### src/mcr_params.svh
// offsets, field positions, reset values and masks of the metering calibration register bank
`ifndef MCR_PARAMS_SVH
`define MCR_PARAMS_SVH

// word index of each register, byte address is four times the index
`define MCR_IDX_PEND      4'h1
`define MCR_IDX_FIRST     4'h4
`define MCR_IDX_LAST      4'he
`define MCR_ROWS          11
`define MCR_IDX_W         4

// array slots of the rows
`define MCR_R_PV          0
`define MCR_R_PC          1
`define MCR_R_SV          2
`define MCR_R_SC          3
`define MCR_R_PUP         4
`define MCR_R_PDN         5
`define MCR_R_SUP         6
`define MCR_R_SDN         7
`define MCR_R_PFE         8
`define MCR_R_SFE         9
`define MCR_R_MASK        10

// field layout shared by the calibration and amp-hour rows, then the front-end row fields
`define MCR_CAL_LSB       0
`define MCR_CAL_W         12
`define MCR_SWL_LSB       12
`define MCR_SAG_LSB       22
`define MCR_LIM_W         10
`define MCR_VON_BIT       0
`define MCR_CON_BIT       16
`define MCR_GAIN_LSB      26
`define MCR_GAIN_W        2

// reset values of the writable bits
`define MCR_RST_VC        32'h003f_f800
`define MCR_RST_AH        32'h0000_0fff
`define MCR_RST_PFE       32'h0c01_0001
`define MCR_RST_SFE       32'h0001_0001
`define MCR_RST_MASK      32'h0000_0000

// writable bits; everything else is reserved
`define MCR_WM_ALL        32'hffff_ffff
`define MCR_WM_CUR        32'h003f_ffff
`define MCR_WM_FE         32'h0c01_0001
// fixed pattern the front-end rows return in their reserved bits
`define MCR_RSV_FE        32'h0326_0326
`define MCR_GAIN_BASE     5'h02

`endif

### src/mcr_pkg.sv
// types shared by the metering calibration register bank
package mcr_pkg;

	// one ahb-lite request as the slave sees it
	typedef struct packed {
		logic        hsel;
		logic [31:0] haddr;
		logic [1:0]  htrans;
		logic        hwrite;
		logic [2:0]  hsize;
		logic [31:0] hwdata;
		logic        hready;
	} mcr_ahb_req_t;

	// configuration handed to the metering datapath
	typedef struct packed {
		logic [11:0] pri_volt_gain_cal;
		logic [9:0]  pri_volt_swell_limit;
		logic [9:0]  pri_volt_sag_limit;
		logic [11:0] pri_curr_gain_cal;
		logic [9:0]  pri_curr_swell_limit;
		logic [11:0] sec_volt_gain_cal;
		logic [9:0]  sec_volt_swell_limit;
		logic [9:0]  sec_volt_sag_limit;
		logic [11:0] sec_curr_gain_cal;
		logic [9:0]  sec_curr_swell_limit;
		logic [11:0] pri_amphour_rms_high;
		logic [11:0] pri_amphour_rms_low;
		logic [11:0] sec_amphour_rms_high;
		logic [11:0] sec_amphour_rms_low;
		logic [9:0]  pri_active_pwr_trim;
		logic [9:0]  pri_fund_active_pwr_trim;
		logic [9:0]  pri_reactive_pwr_trim;
		logic [9:0]  pri_apparent_pwr_trim;
		logic [9:0]  sec_active_pwr_trim;
		logic [9:0]  sec_fund_active_pwr_trim;
		logic [9:0]  sec_reactive_pwr_trim;
		logic [9:0]  sec_apparent_pwr_trim;
		logic        pri_volt_chan_on;
		logic        pri_curr_chan_on;
		logic        sec_volt_chan_on;
		logic        sec_curr_chan_on;
		logic [1:0]  pri_curr_amp_gain;
		logic [1:0]  sec_curr_amp_gain;
		logic [31:0] irq_mask;
	} mcr_cfg_t;

endpackage

### src/mcr_ahb_slave.sv
// ahb-lite slave front end: zero-wait writes, one-wait reads
`timescale 1ns/1ps
`default_nettype none
`include "mcr_params.svh"

module mcr_ahb_slave (
	input  wire logic                 i_clk,
	input  wire logic                 i_arst_n,
	input  wire logic                 i_ce,
	input  wire mcr_pkg::mcr_ahb_req_t i_req,
	input  wire logic [31:0]          i_rd_data,
	output logic                      o_hreadyout,
	output logic [31:0]               o_hrdata,
	output logic                      o_hresp,
	output logic                      o_wr_en,
	output logic [`MCR_IDX_W-1:0]     o_idx,
	output logic                      o_idx_hit,
	output logic [31:0]               o_wr_data
);

	logic                  take;
	logic                  wr_pend_q;
	logic                  rd_pend_q;
	logic                  ready_q;
	logic                  hit_q;
	logic [`MCR_IDX_W-1:0] idx_q;
	logic [31:0]           rdata_q;

	// a request is taken only in a nonseq/seq address phase while the bus is ready
	assign take = i_ce & i_req.hsel & i_req.htrans[1] & i_req.hready;

	// reads wait one cycle so a write finishing on the same edge is seen
	always_ff @(posedge i_clk or negedge i_arst_n) begin
		if (!i_arst_n) begin
			wr_pend_q <= 1'b0;
			rd_pend_q <= 1'b0;
			ready_q   <= 1'b1;
			hit_q     <= 1'b0;
			idx_q     <= '0;
			rdata_q   <= '0;
		end else if (i_ce) begin
			wr_pend_q <= take & i_req.hwrite;
			rd_pend_q <= take & ~i_req.hwrite;
			ready_q   <= ~(take & ~i_req.hwrite);
			if (take) begin
				idx_q <= i_req.haddr[`MCR_IDX_W+1:2];
				hit_q <= (i_req.haddr[31:`MCR_IDX_W+2] == '0); // above the window is unmapped
			end
			if (rd_pend_q) begin
				rdata_q <= i_rd_data;
			end
		end
	end

	assign o_hreadyout = ready_q;
	assign o_hrdata    = rdata_q;
	assign o_hresp     = 1'b0; // always okay
	assign o_wr_en     = wr_pend_q & i_ce;
	assign o_idx       = idx_q;
	assign o_idx_hit   = hit_q;
	assign o_wr_data   = i_req.hwdata;

endmodule

`default_nettype wire

### src/mcr_regs.sv
// metering calibration, threshold, front-end and interrupt mask register bank
//
// Chosen here: the register offsets and register access over AHB-Lite.
`timescale 1ns/1ps
`default_nettype none
`include "mcr_params.svh"

module mcr_regs (
	input  wire logic               i_clk,
	input  wire logic               i_arst_n,
	input  wire logic               i_ce,
	input  wire logic               i_hsel,
	input  wire logic [31:0]        i_haddr,
	input  wire logic [1:0]         i_htrans,
	input  wire logic               i_hwrite,
	input  wire logic [2:0]         i_hsize,
	input  wire logic [31:0]        i_hwdata,
	input  wire logic               i_hready,
	input  wire logic [31:0]        i_irq_status,
	output wire logic               o_hreadyout,
	output wire logic [31:0]        o_hrdata,
	output wire logic               o_hresp,
	output wire mcr_pkg::mcr_cfg_t  o_cfg,
	output logic [4:0]              o_pri_curr_gain_factor,
	output logic [4:0]              o_sec_curr_gain_factor,
	output logic                    o_irq
);

	mcr_pkg::mcr_ahb_req_t  req;
	logic                   wr_en;
	logic [`MCR_IDX_W-1:0]  idx;
	logic                   idx_hit;
	logic [31:0]            wr_data;
	logic [31:0]            rd_data;
	logic [31:0]            rows_q [0:`MCR_ROWS-1];
	logic [31:0]            pend_q;
	logic [4:0]             pri_gain_q;
	logic [4:0]             sec_gain_q;
	logic                   irq_q;
	logic                   row_sel;
	logic                   pend_sel;
	logic [`MCR_IDX_W-1:0]  slot;
	logic [31:0]            row_view;
	logic [31:0]            pend_d;

	// reset value of each row's writable bits
	function automatic logic [31:0] row_rst(input int r);
		logic [31:0] v;
		v = `MCR_RST_AH;
		case (r)
			`MCR_R_PV, `MCR_R_PC, `MCR_R_SV, `MCR_R_SC: v = `MCR_RST_VC;
			`MCR_R_PFE:  v = `MCR_RST_PFE;
			`MCR_R_SFE:  v = `MCR_RST_SFE;
			`MCR_R_MASK: v = `MCR_RST_MASK;
			default:     v = `MCR_RST_AH;
		endcase
		return v;
	endfunction

	// which bits of a row software may change
	function automatic logic [31:0] row_wmask(input int r);
		logic [31:0] m;
		m = `MCR_WM_ALL;
		case (r)
			`MCR_R_PC, `MCR_R_SC:   m = `MCR_WM_CUR;
			`MCR_R_PFE, `MCR_R_SFE: m = `MCR_WM_FE;
			default:                m = `MCR_WM_ALL;
		endcase
		return m;
	endfunction

	// fixed value seen in the reserved bits of a row
	function automatic logic [31:0] row_rsv(input int r);
		logic [31:0] f;
		f = '0;
		if (r == `MCR_R_PFE || r == `MCR_R_SFE) begin
			f = `MCR_RSV_FE;
		end
		return f;
	endfunction

	// amplifier gain code 00..11 means x2, x4, x8, x16
	function automatic logic [4:0] gain_factor(input logic [1:0] code);
		return 5'(`MCR_GAIN_BASE << code);
	endfunction

	// pack the bus pins for the slave front end
	assign req.hsel   = i_hsel;
	assign req.haddr  = i_haddr;
	assign req.htrans = i_htrans;
	assign req.hwrite = i_hwrite;
	assign req.hsize  = i_hsize;
	assign req.hwdata = i_hwdata;
	assign req.hready = i_hready;

	mcr_ahb_slave u_bus (
		.i_clk       (i_clk),
		.i_arst_n    (i_arst_n),
		.i_ce        (i_ce),
		.i_req       (req),
		.i_rd_data   (rd_data),
		.o_hreadyout (o_hreadyout),
		.o_hrdata    (o_hrdata),
		.o_hresp     (o_hresp),
		.o_wr_en     (wr_en),
		.o_idx       (idx),
		.o_idx_hit   (idx_hit),
		.o_wr_data   (wr_data)
	);

	// address decode of the data phase index
	assign row_sel  = idx_hit && (idx >= `MCR_IDX_FIRST) && (idx <= `MCR_IDX_LAST);
	assign pend_sel = idx_hit && (idx == `MCR_IDX_PEND);
	assign slot     = idx - `MCR_IDX_FIRST;

	// one flop row per register; reserved bits are never stored
	for (genvar r = 0; r < `MCR_ROWS; r++) begin : g_row
		always_ff @(posedge i_clk or negedge i_arst_n) begin
			if (!i_arst_n) begin
				rows_q[r] <= row_rst(r);
			end else if (i_ce && wr_en && row_sel && slot == `MCR_IDX_W'(r)) begin
				rows_q[r] <= wr_data & row_wmask(r);
			end
		end
	end

	// read view: stored bits plus the fixed reserved pattern
	assign row_view = row_sel ? ((rows_q[slot] & row_wmask(int'(slot))) | row_rsv(int'(slot))) : '0;
	// unmapped addresses read zero, writes to them are dropped
	assign rd_data  = pend_sel ? pend_q : row_view;

	// primary and secondary voltage/current calibration rows
	assign o_cfg.pri_volt_gain_cal    = rows_q[`MCR_R_PV][`MCR_CAL_LSB +: `MCR_CAL_W];
	assign o_cfg.pri_volt_swell_limit = rows_q[`MCR_R_PV][`MCR_SWL_LSB +: `MCR_LIM_W];
	assign o_cfg.pri_volt_sag_limit   = rows_q[`MCR_R_PV][`MCR_SAG_LSB +: `MCR_LIM_W];
	assign o_cfg.pri_curr_gain_cal    = rows_q[`MCR_R_PC][`MCR_CAL_LSB +: `MCR_CAL_W];
	assign o_cfg.pri_curr_swell_limit = rows_q[`MCR_R_PC][`MCR_SWL_LSB +: `MCR_LIM_W];
	assign o_cfg.sec_volt_gain_cal    = rows_q[`MCR_R_SV][`MCR_CAL_LSB +: `MCR_CAL_W];
	assign o_cfg.sec_volt_swell_limit = rows_q[`MCR_R_SV][`MCR_SWL_LSB +: `MCR_LIM_W];
	assign o_cfg.sec_volt_sag_limit   = rows_q[`MCR_R_SV][`MCR_SAG_LSB +: `MCR_LIM_W];
	assign o_cfg.sec_curr_gain_cal    = rows_q[`MCR_R_SC][`MCR_CAL_LSB +: `MCR_CAL_W];
	assign o_cfg.sec_curr_swell_limit = rows_q[`MCR_R_SC][`MCR_SWL_LSB +: `MCR_LIM_W];

	// amp-hour thresholds share their rows with the power trims
	assign o_cfg.pri_amphour_rms_high = rows_q[`MCR_R_PUP][`MCR_CAL_LSB +: `MCR_CAL_W];
	assign o_cfg.pri_amphour_rms_low  = rows_q[`MCR_R_PDN][`MCR_CAL_LSB +: `MCR_CAL_W];
	assign o_cfg.sec_amphour_rms_high = rows_q[`MCR_R_SUP][`MCR_CAL_LSB +: `MCR_CAL_W];
	assign o_cfg.sec_amphour_rms_low  = rows_q[`MCR_R_SDN][`MCR_CAL_LSB +: `MCR_CAL_W];

	// power offset trims, primary then secondary
	assign o_cfg.pri_active_pwr_trim      = rows_q[`MCR_R_PUP][`MCR_SWL_LSB +: `MCR_LIM_W];
	assign o_cfg.pri_fund_active_pwr_trim = rows_q[`MCR_R_PUP][`MCR_SAG_LSB +: `MCR_LIM_W];
	assign o_cfg.pri_reactive_pwr_trim    = rows_q[`MCR_R_PDN][`MCR_SWL_LSB +: `MCR_LIM_W];
	assign o_cfg.pri_apparent_pwr_trim    = rows_q[`MCR_R_PDN][`MCR_SAG_LSB +: `MCR_LIM_W];
	assign o_cfg.sec_active_pwr_trim      = rows_q[`MCR_R_SUP][`MCR_SWL_LSB +: `MCR_LIM_W];
	assign o_cfg.sec_fund_active_pwr_trim = rows_q[`MCR_R_SUP][`MCR_SAG_LSB +: `MCR_LIM_W];
	assign o_cfg.sec_reactive_pwr_trim    = rows_q[`MCR_R_SDN][`MCR_SWL_LSB +: `MCR_LIM_W];
	assign o_cfg.sec_apparent_pwr_trim    = rows_q[`MCR_R_SDN][`MCR_SAG_LSB +: `MCR_LIM_W];

	// front-end channel enables and amplifier gain codes
	assign o_cfg.pri_volt_chan_on  = rows_q[`MCR_R_PFE][`MCR_VON_BIT];
	assign o_cfg.pri_curr_chan_on  = rows_q[`MCR_R_PFE][`MCR_CON_BIT];
	assign o_cfg.sec_volt_chan_on  = rows_q[`MCR_R_SFE][`MCR_VON_BIT];
	assign o_cfg.sec_curr_chan_on  = rows_q[`MCR_R_SFE][`MCR_CON_BIT];
	assign o_cfg.pri_curr_amp_gain = rows_q[`MCR_R_PFE][`MCR_GAIN_LSB +: `MCR_GAIN_W];
	assign o_cfg.sec_curr_amp_gain = rows_q[`MCR_R_SFE][`MCR_GAIN_LSB +: `MCR_GAIN_W];

	// mask bit n gates status bit n, so the bit order is the event order
	assign o_cfg.irq_mask = rows_q[`MCR_R_MASK];

	// pending events: status flags that software has unmasked
	assign pend_d = i_irq_status & rows_q[`MCR_R_MASK];

	// gain factors and interrupt are registered so outputs come from flops
	always_ff @(posedge i_clk or negedge i_arst_n) begin
		if (!i_arst_n) begin
			pend_q     <= '0;
			irq_q      <= 1'b0;
			pri_gain_q <= gain_factor(2'h3);
			sec_gain_q <= gain_factor(2'h0);
		end else if (i_ce) begin
			pend_q     <= pend_d;
			irq_q      <= |pend_d;
			pri_gain_q <= gain_factor(o_cfg.pri_curr_amp_gain);
			sec_gain_q <= gain_factor(o_cfg.sec_curr_amp_gain);
		end
	end

	assign o_pri_curr_gain_factor = pri_gain_q;
	assign o_sec_curr_gain_factor = sec_gain_q;
	assign o_irq                  = irq_q;

endmodule

`default_nettype wire

### config.mk
export PLATFORM = sky130hd
export DESIGN_NAME = mcr_regs
export DESIGN_NICKNAME = d
export VERILOG_FILES = /design/src/mcr_pkg.sv /design/src/mcr_ahb_slave.sv /design/src/mcr_regs.sv
export VERILOG_INCLUDE_DIRS = /design/src
export SDC_FILE = /design/constraint.sdc
export NUM_CORES = 1
export LEC_CHECK = 0
export ABC_AREA = 1
export BUFFER_PORTS_ARGS = -buffer_cell sky130_fd_sc_hd__buf_2
export CORE_ASPECT_RATIO = 1.75
export CORE_MARGIN = 2
export CORE_UTILIZATION = 52
export DETAILED_ROUTE_END_ITERATION = 8
export PLACE_DENSITY = 0.8
export RECOVER_POWER = 100
export SLEW_MARGIN = 30
export SYNTH_ARGS = -nofsm -noshare
export SYNTH_HDL_FRONTEND = slang
export SYNTH_SLANG_ARGS = --single-unit
### constraint.sdc
create_clock -name i_clk -period 2.7 [get_ports i_clk]
set_clock_uncertainty 0.1 [all_clocks]
set_input_delay 0.135 -clock i_clk [delete_from_list [all_inputs] [get_ports i_clk]]
set_output_delay 0.135 -clock i_clk [all_outputs]
set_load 0.01 [all_outputs]
==> Yosys cells after proc, flatten, opt, wreduce, memory -nomap -nowiden <==
Cells that the tools add are included.
{ "classes": {"add_sub_neg": 1, "n_lt_le_gt_ge": 3, "eq_ne": 13, "shifts": 2, "muxes": 7, "n_bitwise": 12, "reduce_logical": 24} }
{ "op_table": {"columns": ["cell", "n"], "rows": [
  ["$bmux 32 s4", 1],
  ["$mux 32", 4],
  ["$and 32x32->32", 2],
  ["$pmux 32 s2", 1],
  ["$or 32x26->32", 1],
  ["$reduce_or 32->1", 1],
  ["$logic_not 26->1", 1],
  ["$mux 26", 1],
  ["$eq 4x4->1 const B", 5],
  ["$eq 4x3->1 const B", 4],
  ["$logic_and 1x1->1", 16],
  ["$shl 2x2->5 const A", 2],
  ["$eq 4x1->1 const B", 2],
  ["$eq 4x2->1 const B", 2],
  ["$and 1x1->1", 6],
  ["$ge 5x5->1 const B", 1],
  ["$not 4->5", 1],
  ["$ge 4x3->1 const B", 1],
  ["$le 4x4->1 const B", 1],
  ["$logic_not 4->1", 1],
  ["$reduce_and 2->1", 2],
  ["$reduce_or 2->1", 2],
  ["$sub 4x3->4 const B", 1],
  ["$not 1->1", 2],
  ["$logic_or 1x1->1", 1]
]} }
{ "word_totals": {"reg_bits": 359, "in_bits": 107, "out_inout_bits": 321, "elab_cells": 83} }

==> Depth between registers and ports, before layout <==
Gate-level depths: netlist of run 1.
{ "depth": {"ltp_word": 9, "mapped_depth": 15} }

==> By module <==
Synthesis of run 1 repeated with hierarchy kept, for this count alone.
{ "hier_totals": {"cells_unflattened": 2152, "hier_area_um2": 17018.8} }
{ "modules_own_cells": {"columns": ["module", "instances", "cells_each", "area_each_um2", "seq_area_each_um2"], "rows": [
  ["mcr_regs", 1, 1972, 14975.6, 8057.7],
  ["mcr_ahb_slave", 1, 180, 2043.2, 1002.2]
]} }

==> Least setup slack after synthesis of run 1 <==
OpenSTA, ideal clock, no wires.
{ "synth_path": {"path_kind": "register to register", "startpoint": "register u_bus.idx_q[2] (netlist: u_bus.o_idx[2])", "endpoint": "register u_bus.rdata_q[22] (netlist: u_bus.o_hrdata[22])", "setup_ps": 77, "arrival_time_ps": 2298, "t_required_ps": 2523, "slack_ps": 224, "stages_incl_launch_ff": 14, "n_path_buf": 4, "path_cell_list": "dfrtp_1 > buf_2 > clkinv_1 > clkbuf_1 > ha_1 > clkbuf_1 > nor2_1 > nand2_1 > inv_2 > clkbuf_1 > nand2_1 > nand2_1 > nand2_1 > a21oi_1"} }
{ "synth_between": {"elab_chain_len": 9, "word_cells_on_any_way": 22} }
{ "synth_lines": {"columns": ["element", "line", "rtl"], "rows": [
  ["start, declared", "mcr_ahb_slave.sv:26", "logic [`MCR_IDX_W-1:0] idx_q;"],
  ["start signal, assigned", "mcr_ahb_slave.sv:46", "idx_q <= i_req.haddr[`MCR_IDX_W+1:2];"],
  ["$sub 4x3->4 (no source line)", null, null],
  ["$not 4->5 (implied by the code)", "mcr_regs.sv:128", "assign row_view = row_sel ? ((rows_q[slot] & row_wmask(int'(slot))) | row_rsv(int'(slot))) : '0;"],
  ["$bmux 32 s4", "mcr_regs.sv:128", null],
  ["$mux 32 (implied by the code) (2 in a row)", "mcr_regs.sv:128", null],
  ["$and 32x32->32", "mcr_regs.sv:128", null],
  ["$or 32x26->32", "mcr_regs.sv:128", null],
  ["$mux 32", "mcr_regs.sv:128", null],
  ["$mux 32 *", "mcr_regs.sv:130", "assign rd_data = pend_sel ? pend_q : row_view;"],
  ["end signal, assigned", "mcr_ahb_slave.sv:50", "rdata_q <= i_rd_data;"],
  ["end, declared", "mcr_ahb_slave.sv:27", "logic [31:0] rdata_q;"]
]} }
Every way passes the cells marked *; elsewhere a longest branch is shown, timed or not. The select of a mux whose other input is x is not followed.
A chain may end at the register's enable or synchronous reset.

==> Worst setup path after layout of run 1 <==
{ "layout_path": {"startpoint": "register u_bus.idx_q[2] (netlist: u_bus.o_idx[2])", "endpoint": "register u_bus.rdata_q[17] (netlist: u_bus.o_hrdata[17])"} }
The elaborated chain is that of the path after synthesis.

==> summary.txt, run 1 <==
ROUTING
--------------------------------------------------------------------------------------
Routed length per placed instance                                             20.47 um
Per-cell via count in the routed design                                          5.632
Via count of the routed design                                                   16500
Antenna violation net count after detailed routing                                   0
TritonRoute pass-1 iters                                                             6
Total wire length after detailed routing                                      59.97 mm
Number of design rule violations left after detail routing                           0
DR iter-0 viols                                                                   1524

GRT
--------------------------------------------------------------------------------------
GR met3 Demand/Resource                                                         5.008%
Vias in the first global route                                                   15810
GR Util met2                                                                    59.66%
GRT Total Usage                                                                 35.19%
Number of antenna violations at the first check in global routing                    1
Global routing met1 resource utilization                                        42.46%
Most Crowded Layer GR                                                             met2
Largest net degree at the start of global routing                                   73
Global-route wire length before repair                                        90.87 mm
Congestion Overflow GR                                                               0

YOSYS
--------------------------------------------------------------------------------------
Summed instance area of the synthesized netlist                            16400 sq um
Post-synthesis sequential area ratio                                            55.23%
Number of synthesized register bits                                                357
Mapped Cells                                                                      2052
YS warnings                                                                          0
Number of flops mapped to enable cells by yosys                                      0
Fraction of registers with async set/reset                                      100.0%
Primary flip-flop cell chosen by synthesis mapping                             dfrtp_1
Average cell area after synthesis                                          7.994 sq um
Number of distinct library cells after synthesis                                    33

SETUP PATH
--------------------------------------------------------------------------------------
Cell repeated most along the worst path                                        nand2_1
Worst reg2reg startpoint                                                  u_bus.o_idx[2]
Startpoint-to-endpoint class of the critical path                           reg -> reg
Required arrival time at the worst endpoint                                    3.05 ns
Category of the worst setup path capture point                               flip-flop
Critical Path AT                                                               2.94 ns
Critical path fanouts, max                                                          33
Category of the worst setup path launch point                                flip-flop
Worst setup startpoint                                                    u_bus.o_idx[2]
FF-to-FF path depth                                                                  7
Cell type of the slowest stage on the worst timing path                       clkbuf_2
Crit path cell chain                                                      clkinv_1 > ha_1 > clkbuf_2 > nand3_1 > nand2_1 > nand2_1 > a21oi_1
Biggest cell delay along the critical path                                     0.74 ns

CLOCK TREE
--------------------------------------------------------------------------------------
CTS root buf                                                                 clkbuf_16
Clock tree from TritonCTS                                                         done
Setup fix buffers added after clock tree synthesis                                   0
Skew-Pair Late Insertion Delay                                                 0.53 ns
Clock slew at the register clock pins of the worst setup and hold paths        0.06 ns
Total CTS buffers                                                                   35
Depth of the CTS H-tree                                                              2
Sinks on Clock Net                                                                 357
Clock buffer depth                                                                   3

STA
--------------------------------------------------------------------------------------
Number of failing hold endpoints at the final stage                                  0
Setup repair after global routing missed its margin                              false
Maximum clock frequency                                                     0.3856 GHz
Hold WS                                                                     0.07578 ns
Slew @ Worst Pin                                                              1.571 ns
Least setup slack across all paths after layout                              0.1066 ns
Final Slew Violations                                                              228
Setup-failing EPs final                                                              0
Setup_tns                                                                         0 ns
Period Utilization, post-route                                                  96.05%
Min Tclk post-route                                                           2.593 ns
Worst max-slew margin expressed relative to the limit                          -4.732%

FLOORPLANNING
--------------------------------------------------------------------------------------
Number of placed I/O pins                                                          428
Area of the die                                                            33040 sq um
Core Box Area                                                              31310 sq um
Initial standard-cell utilization of the core                                   52.39%
Die Y                                                                         239.0 um
Row count                                                                           86
Die span in x                                                                 138.3 um

FLOW RUN
--------------------------------------------------------------------------------------
Max-capacitance violation count                                                      4

OUTCOME
--------------------------------------------------------------------------------------
Failing checks                                                            capacitance limit, slew limit
Status                                                                    complete, but fails checks

POWER AND IR DROP
--------------------------------------------------------------------------------------
Static leakage                                                                9.642 nW
Power density cells                                                       629.3 nW/um^2
Overall Power                                                                 12.93 mW
Maximum resistive drop on vdd                                                 645.9 uV

PLACED DESIGN
--------------------------------------------------------------------------------------
# placed instances                                                                2787
Routability congestion estimate                                                 0.9479
Post-DP HPWL                                                                  41.38 mm
Placed instance area                                                       19020 sq um
Post-placement worst setup slack                                             0.4053 ns
Number of buffers added on ports                                                   418

FINAL LAYOUT
--------------------------------------------------------------------------------------
Finished Cell Area                                                         20550 sq um
Total of fill cells in the finished design                                        2724
Fraction of layout cells with a size suffix above 1                             12.99%
Area of the multi-input gates                                               6456 sq um
Register cell area after layout                                             9066 sq um
Net count, final                                                                  2618
Final std cells w/o fill                                                          2930
Area added between synthesis and finish                                         25.29%
Post-layout utilization of the core                                             65.64%

WORST HOLD PATH
--------------------------------------------------------------------------------------
Worst min path class                                                       in -> async

[registers in the layout, indices dropped and copies added (netlist names)]
register,flops
o_cfg,276
o_irq,1
o_pri_curr_gain_factor,4
o_sec_curr_gain_factor,4
pend_q,32
u_bus.o_hrdata,32
u_bus.o_hreadyout,1
u_bus.o_idx,4
u_bus.o_idx_hit,1
u_bus.rd_pend_q,1
u_bus.wr_pend_q,1
[cell families after synthesis]
kind of cell,Yosys count,share of synthesized area [%]
AOI/OAI and AO/OA,393,12.12
adders and majority gates,4,0.3051
buffers and inverters,214,5.484
DFF,357,55.23
other,1,0.02286
and+or+nand+nor,1083,26.84
[worst max-delay path: cells and delay by family (launching register included)]
family | cells | cell delay (ns)
flops | 1 | 0.44
simple gates | 3 | 0.61
fa+ha+maj | 1 | 0.34
buf+inv | 2 | 0.89
compound gates | 1 | 0.11
[power by group]
part	internal (mW)	switching (mW)	leakage [nW]	total (mW)
Sequential	5.52	0.153	4.56	5.67
Combinational	0.561	1.48	4.48	2.04
Clock	3.09	2.13	0.608	5.22
Total	9.17	3.76	9.64	12.9
[placed cells by master, fill, tap and decap left out, types with 3 or more instances in the layout]
cell           netlist  final
dfstp_1              0     54
nor3_1               4      4
nand3_4              8      8
a21oi_1             70     70
clkinvlp_4           0      3
o21ai_1            195     22
nand2_1            879    880
o21ai_0            124    297
nor4_1               6      5
clkbuf_2             0      8
clkbuf_1            55    267
nand3_1             93     94
buf_12               0      7
nor2_4               2      3
bufinv_16            0      3
buf_4                3     22
dfrtp_1            256    253
dfstp_2            101     47
conb_1               1      3
inv_2                2      3
ha_1                 4      4
inv_1               82     82
nor2_1              66     64
clkbuf_4             0      4
dlygate4sd3_1        0     79
clkbuf_16            0     37
clkinv_2             0      7
clkbuf_8             0     11
buf_2               53    155
nand4_1             19     19
[path summary, 6_finish.rpt]
path,endpoint,slack [ns]
min,pend_q[7],0.08
min in group i_clk,u_bus.o_idx[1],0.21
max reg2reg,u_bus.o_hrdata[17],0.11
max in group asynchronous,o_cfg[70],0.45
max,u_bus.o_hrdata[17],0.11
min reg2reg,o_cfg[140],0.38
[Yosys cell counts, types with 4 or more instances]
cell,count,area (sq um)
nand2_1,879,3299
clkbuf_1,55,206.5
ha_1,4,50.05
nand3_1,93,465.5
nor4_1,6,37.54
nor2_1,66,247.7
a21oi_1,70,350.3
buf_1,14,52.55
o21ai_0,124,620.6
buf_2,53,265.3
dfrtp_1,256,6406
o21ai_1,195,975.9
nand3_4,8,140.1
nor3_1,4,20.02
inv_1,82,307.8
nand4_1,19,118.9
dfstp_2,101,2654
[repair_timing]
item	in CTS	in global routing
gates resized for setup	0	1
hold buffers	79	0
setup endpoints to repair	0	1
hold endpoints to repair	364	0
[layer usage]
metal,vias to the layer above,part of all wire (%)
met5,-,0
met4,0,7.7
met1,7758,35
li1,7485,-
met2,997,49
met3,261,7.9
[area by class of cell]
type	count	area share, %
Multi-Input combinational cell	1483	31.41
Inverter	87	1.589
Tap cell	396	2.411
Clock inverter	13	0.7183
Clock buffer	50	5.278
Sequential cell	357	44.11
Timing Repair Buffer	543	14.47
Antenna cell	1	0.01218
No activity file was read; power rests on OpenSTA's default activity.
==> run 2, diff against run 1 <==
--- a/config.mk
+++ b/config.mk
@@ -10,9 +10,9 @@
 export BUFFER_PORTS_ARGS = -buffer_cell sky130_fd_sc_hd__buf_2
 export CORE_ASPECT_RATIO = 1.75
 export CORE_MARGIN = 2
-export CORE_UTILIZATION = 52
+export CORE_UTILIZATION = 53
 export DETAILED_ROUTE_END_ITERATION = 8
-export PLACE_DENSITY = 0.8
+export PLACE_DENSITY = 0.81
 export RECOVER_POWER = 100
 export SLEW_MARGIN = 30
 export SYNTH_ARGS = -nofsm -noshare
==> run 2 against run 1 <==
Setup slack improved by 0.056 ns. The run still ends with capacitance limit, slew limit left. Clock-buffer cell count fell by 10. Clock power fell by 9.2%. Sequential cell count did not move.
==> summary.txt, run 2 (synthesized netlist as in run 1, its figures left out) <==
CLOCK TREE
--------------------------------------------------------------------------------------
Clock buffer depth                                                                   3   unchanged
CTS root buf                                                                 clkbuf_16
Total CTS buffers                                                                   31   -11%
Resized Gates After CTS                                                              0   unchanged
Clock slew at the register clock pins of the worst setup and hold paths        0.07 ns   about the same
Depth of the CTS H-tree                                                              1   -1
Setup fix buffers added after clock tree synthesis                                   0   unchanged
Clock tree from TritonCTS                                                         done
Skew-Pair Late Insertion Delay                                                 0.60 ns   +0.07 ns
Sinks on Clock Net                                                                 357   unchanged

POWER AND IR DROP
--------------------------------------------------------------------------------------
Power density cells                                                       611.1 nW/um^2   -2.9%
Comb power frac                                                                  16.6%   +0.8 points
Seq pwr share                                                                    45.4%   +1.5 points
Power spent charging and discharging nets                                     3.720 mW   -1.1%
Cell Int Power                                                                8.741 mW   -4.7%
Maximum resistive drop on vdd                                                 550.7 uV   -15%
Static leakage                                                                9.537 nW   -1.1%
Switching share of total power                                                  29.86%   +0.76 points
Clock network fraction of design power                                           38.0%   -2.4 points

STA
--------------------------------------------------------------------------------------
Setup-failing EPs final                                                              0   unchanged
Number of failing hold endpoints at the final stage                                  0   unchanged
Maximum clock frequency                                                     0.3940 GHz   +2.2%
Setup repair after global routing missed its margin                              false
Slew @ Worst Pin                                                              1.607 ns   +0.03563 ns
Min Tclk post-route                                                           2.538 ns   -0.05557 ns
Final Slew Violations                                                               29   -87%
Worst max-slew margin expressed relative to the limit                          -7.107%   -2.4 points
Setup_tns                                                                         0 ns   unchanged
Period Utilization, post-route                                                  93.99%   -2.1 points

GRT
--------------------------------------------------------------------------------------
Largest net degree at the start of global routing                                   93   +27%
GRT Total Usage                                                                 36.30%   +1.1 points
Global-route wire length before repair                                        89.98 mm   -0.97%
Number of antenna violations at the first check in global routing                    1   unchanged
Vias in the first global route                                                   15940   +0.82%
Congestion Overflow GR                                                               0   unchanged

SETUP PATH
--------------------------------------------------------------------------------------
Cell type of the slowest stage on the worst timing path                        dfrtp_2
Biggest cell delay along the critical path                                     0.44 ns   -0.30 ns
Bufs and invs on worst path                                                          4   +2
Category of the worst setup path launch point                                flip-flop
Critical path fanouts, max                                                          64   +94%
Crit path cell chain                                                      clkinv_1 > ha_1 > a21oi_4 > inv_2 > nor2_4 > clkbuf_1 > nand3_4 > buf_12 > nand2_1 > o21ai_0
CP delay by family, top                                                   buffers and inverters
Category of the worst setup path capture point                               flip-flop
Critical Path AT                                                               2.89 ns   -0.05 ns
Required arrival time at the worst endpoint                                    3.05 ns   about the same
FF-to-FF path depth                                                                 10   +3
Startpoint-to-endpoint class of the critical path                           reg -> reg
WP depth                                                                            10   +3

FINAL LAYOUT
--------------------------------------------------------------------------------------
Total of fill cells in the finished design                                        2639   -3.1%
Area added between synthesis and finish                                         24.31%
Register cell area after layout                                             9066 sq um   unchanged
Area of the multi-input gates                                               6457 sq um   about the same
Finished Cell Area                                                         20390 sq um   -0.79%
Fraction of layout cells with a size suffix above 1                             12.41%   -0.58 points
Net count, final                                                                  2617   -0.038%
Commonest cells after routing, fill and taps aside                        nand2_1, o21ai_0, clkbuf_1
Number of flip-flops in the largest register                                       276   unchanged
Most frequent standard cell in the layout excluding fill and tap cells         nand2_1
Post-layout utilization of the core                                             66.58%   +0.94 points

FLOORPLANNING
--------------------------------------------------------------------------------------
Die span in x                                                                 137.0 um   -0.92%
Area of the die                                                            32430 sq um   -1.8%
Die Y                                                                         236.7 um   -0.93%
Row count                                                                           85   -1.2%
Core Box Area                                                              30630 sq um   -2.2%
Initial standard-cell utilization of the core                                   53.56%   +1.2 points
Number of placed I/O pins                                                          428   unchanged

ROUTING
--------------------------------------------------------------------------------------
Antenna violation net count after detailed routing                                   0   unchanged
Per-cell via count in the routed design                                          5.679   +0.83%
Via count of the routed design                                                   16590   +0.56%
DR iter-0 viols                                                                   1421   -6.8%
TritonRoute pass-1 iters                                                             6   unchanged
Total wire length after detailed routing                                      59.84 mm   -0.21%
Routed length per placed instance                                             20.48 um   about the same
Number of design rule violations left after detail routing                           0   unchanged

WORST HOLD PATH
--------------------------------------------------------------------------------------
Worst min path class                                                       in -> async

FLOW RUN
--------------------------------------------------------------------------------------
Max-capacitance violation count                                                      1   -3

OUTCOME
--------------------------------------------------------------------------------------
Failing checks                                                            capacitance limit, slew limit
Status                                                                    complete, but fails checks

PLACED DESIGN
--------------------------------------------------------------------------------------
Placed instance area                                                       19030 sq um   about the same
Post-DP HPWL                                                                  41.23 mm   -0.35%
Number of buffers added on ports                                                   418   unchanged
Routability congestion estimate                                                 0.9253   -2.4%

==> run 2: layer usage <==
| layer | vias up | track usage (%) | part of all wire [%] |
|---|---|---|---|
| li1 | 7482 | - | - |
| met1 | 7822 | 43.41 | 35 |
| met2 | 1028 | 59.88 | 49 |
| met3 | 261 | 5.609 | 8.5 |
| met4 | 0 | 23.93 | 7.8 |
| met5 | - | 0 | 0 |
==> run 2: layout make-up <==
cell class,instances,share of cell area (%)
clock buffer,40,4.215
sequential,357,44.46
inverter,87,1.601
clock inverter,17,1.055
antenna,1,0.01227
tap,391,2.399
multi-input combinational,1483,31.67
timing repair buffer,546,14.59
==> run 2: stage by stage <==
stage               hold WS, ns  power, mW  setup WS, ns  cells
finish                  0.05645      12.46        0.1621   2922
floorplan               -0.2606      6.794        0.2242   2054
global route             0.1135      12.86       0.05326   2922
CTS                     0.08218      12.51        0.2669   2921
global placement         0.1146      7.702        0.4025   2786
detailed placement       0.1207      7.738        0.3094   2786
==> run 2: worst reg2reg max path, stage by stage (launching register included) <==
cell      delay [ns]
dfrtp_2         0.44
clkinv_1        0.17
ha_1            0.28
a21oi_4         0.17
inv_2           0.09
nor2_4          0.28
clkbuf_1        0.32
nand3_4         0.12
buf_12          0.22
nand2_1         0.12
o21ai_0         0.09
==> run 2: worst paths after layout <==
| kind | slack (ns) | end | start |
|---|---|---|---|
| worst max-delay path | 0.16 | o_cfg[5] | u_bus.o_idx[2] |
| min in group i_clk | 0.22 | u_bus.o_idx[2] | i_hsel |
| worst min-delay path | 0.06 | pend_q[0] | i_arst_n |
| worst min register to register | 0.38 | o_pri_curr_gain_factor[3] | o_pri_curr_gain_factor[3] |
| max in group asynchronous | 0.57 | o_cfg[270] | i_arst_n |
| worst max register to register | 0.16 | o_cfg[5] | u_bus.o_idx[2] |
==> run 2: repair_timing <==
action | CTS | global route
hold buffers | 78 | 0
setup endpoints to repair | 0 | 0
hold endpoints to repair | 425 | 0
==> run 2: power by group through the flow <==
stage | Sequential (mW) | Clock [mW] | Combinational [mW]
floorplan | 5.78 | 0 | 1.02
global placement | 5.74 | 0 | 1.97
detailed placement | 5.74 | 0 | 1.99
CTS | 5.65 | 4.78 | 2.08
global route | 5.67 | 4.98 | 2.22
finish | 5.65 | 4.74 | 2.07
==> run 3, diff against run 2 <==
--- a/config.mk
+++ b/config.mk
@@ -10,9 +10,10 @@
 export BUFFER_PORTS_ARGS = -buffer_cell sky130_fd_sc_hd__buf_2
 export CORE_ASPECT_RATIO = 1.75
 export CORE_MARGIN = 2
-export CORE_UTILIZATION = 53
+export CORE_UTILIZATION = 55
+export CTS_BUF_LIST = sky130_fd_sc_hd__clkbuf_8
 export DETAILED_ROUTE_END_ITERATION = 8
-export PLACE_DENSITY = 0.81
+export PLACE_DENSITY = 0.84
 export RECOVER_POWER = 100
 export SLEW_MARGIN = 30
 export SYNTH_ARGS = -nofsm -noshare
==> run 3 against run 2 <==
The flow now finishes without violations. Via count rose by 1.7%. Combinational power about the same. Hold slack improved by 0.17 ns. Sequential cell count is the same. Sequential share of layout area decreased by 0.050 points. Sequential power barely moved. Setup slack improved by 0.025 ns. Clock power shrank 5.3%. Largest cell class unchanged. Highest routed layer unchanged.
==> summary.txt, run 3 (synthesized netlist as in run 1, its figures left out) <==
OUTCOME
--------------------------------------------------------------------------------------
Status                                                                    finished, final reports clean

SETUP PATH
--------------------------------------------------------------------------------------
Critical path fanouts, max                                                          64   unchanged
Biggest cell delay along the critical path                                     0.49 ns   +0.05 ns
Termination of the worst setup path                                         o_cfg[126]
Cell type of the slowest stage on the worst timing path                        dfrtp_1
Endpoint of the lowest-slack register-to-register path                      o_cfg[126]
Crit path cell chain                                                      clkinv_1 > ha_1 > a21oi_4 > inv_2 > nor2_4 > buf_4 > nand3_4 > buf_8 > o21ai_0
Worst setup startpoint                                                    u_bus.o_idx[2]
Critical Path AT                                                               2.92 ns   +0.03 ns
Category of the worst setup path capture point                               flip-flop
Required arrival time at the worst endpoint                                    3.11 ns   +0.06 ns
Startpoint-to-endpoint class of the critical path                           reg -> reg
Category of the worst setup path launch point                                flip-flop
Worst reg2reg startpoint                                                  u_bus.o_idx[2]
Setup slack of the worst register-to-register path                             0.19 ns   +0.03 ns
FF-to-FF path depth                                                                  9   -1

STA
--------------------------------------------------------------------------------------
Slew @ Worst Pin                                                              1.417 ns   -0.1895 ns
Least setup slack across all paths after layout                              0.1875 ns   +0.02533 ns
Final Slew Violations                                                                0   -100%
Worst max-slew margin expressed relative to the limit                           5.529%   +13 points
Number of failing hold endpoints at the final stage                                  0   unchanged
Setup_tns                                                                         0 ns   unchanged
Setup-failing EPs final                                                              0   unchanged
Period Utilization, post-route                                                  93.06%   -0.94 points
Maximum clock frequency                                                     0.3980 GHz   +1.0%
Min Tclk post-route                                                           2.513 ns   -0.02533 ns
Setup repair after global routing missed its margin                              false
Hold WS                                                                      0.2224 ns   +0.1659 ns

FLOORPLANNING
--------------------------------------------------------------------------------------
Number of placed I/O pins                                                          428   unchanged
Core Box Area                                                              29390 sq um   -4.0%
Row count                                                                           83   -2.4%
Area of the die                                                            31280 sq um   -3.6%
Die Y                                                                         232.5 um   -1.8%
Die span in x                                                                 134.6 um   -1.8%
Initial standard-cell utilization of the core                                   55.82%   +2.3 points

PLACED DESIGN
--------------------------------------------------------------------------------------
Routability congestion estimate                                                 0.9374   +1.3%
Number of buffers added on ports                                                   418   unchanged
Post-placement worst setup slack                                             0.3123 ns   +0.002930 ns
Placed instance area                                                       18930 sq um   -0.56%
Post-DP HPWL                                                                  40.44 mm   -1.9%

FINAL LAYOUT
--------------------------------------------------------------------------------------
Commonest cells after routing, fill and taps aside                        nand2_1, o21ai_0, clkbuf_1
Fraction of layout cells with a size suffix above 1                             13.26%   +0.85 points
Area added between synthesis and finish                                         24.41%   about the same
Total of fill cells in the finished design                                        2412   -8.6%
Register cell area after layout                                             9064 sq um   about the same
Net count, final                                                                  2633   +0.61%
Finished Cell Area                                                         20410 sq um   about the same
Most frequent standard cell in the layout excluding fill and tap cells         nand2_1
Number of flip-flops in the largest register                                       276   unchanged
Area of the multi-input gates                                               6457 sq um   unchanged

CLOCK TREE
--------------------------------------------------------------------------------------
Setup fix buffers added after clock tree synthesis                                   0   unchanged
Skew-Pair Late Insertion Delay                                                 0.62 ns   +0.02 ns
Clock buffer depth                                                                   3   unchanged
Sinks on Clock Net                                                                 357   unchanged
Total CTS buffers                                                                   51   +65%
Depth of the CTS H-tree                                                              2   +1
Clock slew at the register clock pins of the worst setup and hold paths        0.07 ns   about the same
Clock tree from TritonCTS                                                         done
CTS root buf                                                                  clkbuf_8

GRT
--------------------------------------------------------------------------------------
Congestion Overflow GR                                                               0   unchanged
Global-route wire length before repair                                        89.48 mm   -0.56%
GR met3 Demand/Resource                                                         6.776%   +1.2 points
Number of antenna violations at the first check in global routing                    2   +1
GR Util met2                                                                    60.38%   +0.50 points
Largest net degree at the start of global routing                                   74   -20%
Vias in the first global route                                                   15950   +0.056%
GRT Total Usage                                                                 37.41%   +1.1 points
Most Crowded Layer GR                                                             met2
Global routing met1 resource utilization                                        44.65%   +1.2 points

POWER AND IR DROP
--------------------------------------------------------------------------------------
Power density cells                                                       597.0 nW/um^2   -2.3%
Maximum resistive drop on vdd                                                 465.7 uV   -15%
Overall Power                                                                 12.19 mW   -2.2%
Static leakage                                                                9.684 nW   +1.5%

WORST HOLD PATH
--------------------------------------------------------------------------------------
Worst min path class                                                         in -> reg

ROUTING
--------------------------------------------------------------------------------------
Via count of the routed design                                                   16870   +1.7%
Antenna violation net count after detailed routing                                   0   unchanged
Total wire length after detailed routing                                      59.41 mm   -0.73%
Number of design rule violations left after detail routing                           0   unchanged
Routed length per placed instance                                             20.14 um   -1.6%
DR iter-0 viols                                                                   1669   +17%
TritonRoute pass-1 iters                                                             6   unchanged
Per-cell via count in the routed design                                          5.721   +0.74%

FLOW RUN
--------------------------------------------------------------------------------------
Max-capacitance violation count                                                      0   -1

[run 3: changes by cell type in the layout (fill, tap and decap cells not counted), sizes merged]
cell	delta
bufinv	-3
buf	+3
clkinv	-3
clkbuf	+21
clkinvlp	-4
inv	+19
diode	+2
dlygate4sd3	+1
[run 3: per-stage QoR]
stage	instances	util, %
2_1_floorplan	2054	-
3_3_place_gp	2771	64.40
3_5_place_dp	2771	64.40
4_1_cts	2946	70.89
5_1_grt	2948	69.44
6_report	2949	69.45
[run 3: layout make-up]
| type | instances | share of cell area (%) |
|---|---|---|
| antenna | 3 | 0.03678 |
| tap | 382 | 2.342 |
| clock buffer | 69 | 4.653 |
| multi-input combinational | 1483 | 31.64 |
| timing repair buffer | 542 | 14.64 |
| sequential | 357 | 44.41 |
| inverter | 87 | 1.600 |
| clock inverter | 26 | 0.6805 |
[run 3: repair_timing]
action                                  CTS  global route
hold endpoints to repair                581             0
gates resized for setup                   0             1
endpoints found under the setup margin    0             1
hold buffers                             80             0
[run 3: worst min-delay path by stage]
stage / cells after the start / slack [ns] / startpoint / end
6_report: 4 / 0.22 / i_haddr[3] / u_bus.o_idx[1]
5_1_grt: 4 / 0.22 / i_haddr[2] / u_bus.o_idx[0]
4_1_cts: 4 / 0.20 / i_haddr[2] / u_bus.o_idx[0]
3_5_place_dp: 1 / 0.02 / i_arst_n / pend_q[4]
3_3_place_gp: 1 / 0.01 / i_arst_n / pend_q[4]
2_1_floorplan: 0 / -0.26 / i_arst_n / o_cfg[0]
[run 3: report_power, final]
group          total (mW)  internal, mW  leakage (nW)  switching, mW
clock network        4.49          2.38         0.636           2.11
logic                2.05         0.566          4.49           1.48
registers            5.65          5.52          4.56          0.132
[run 3: critical path, delay by kind of cell (launching register included)]
kind | cells | cell delay (ns)
flip-flops | 1 | 0.49
AND/OR/NAND/NOR | 2 | 0.38
AO/OA/AOI/OAI | 2 | 0.41
buffers and inverters | 4 | 0.72
adder cells (fa/ha/maj) | 1 | 0.27
[run 3: layer usage]
metal	wire, um	vias up
met1	20130	7982
li1	-	7524
met5	0	-
met3	5474	284
met2	28750	1080
met4	5053	0
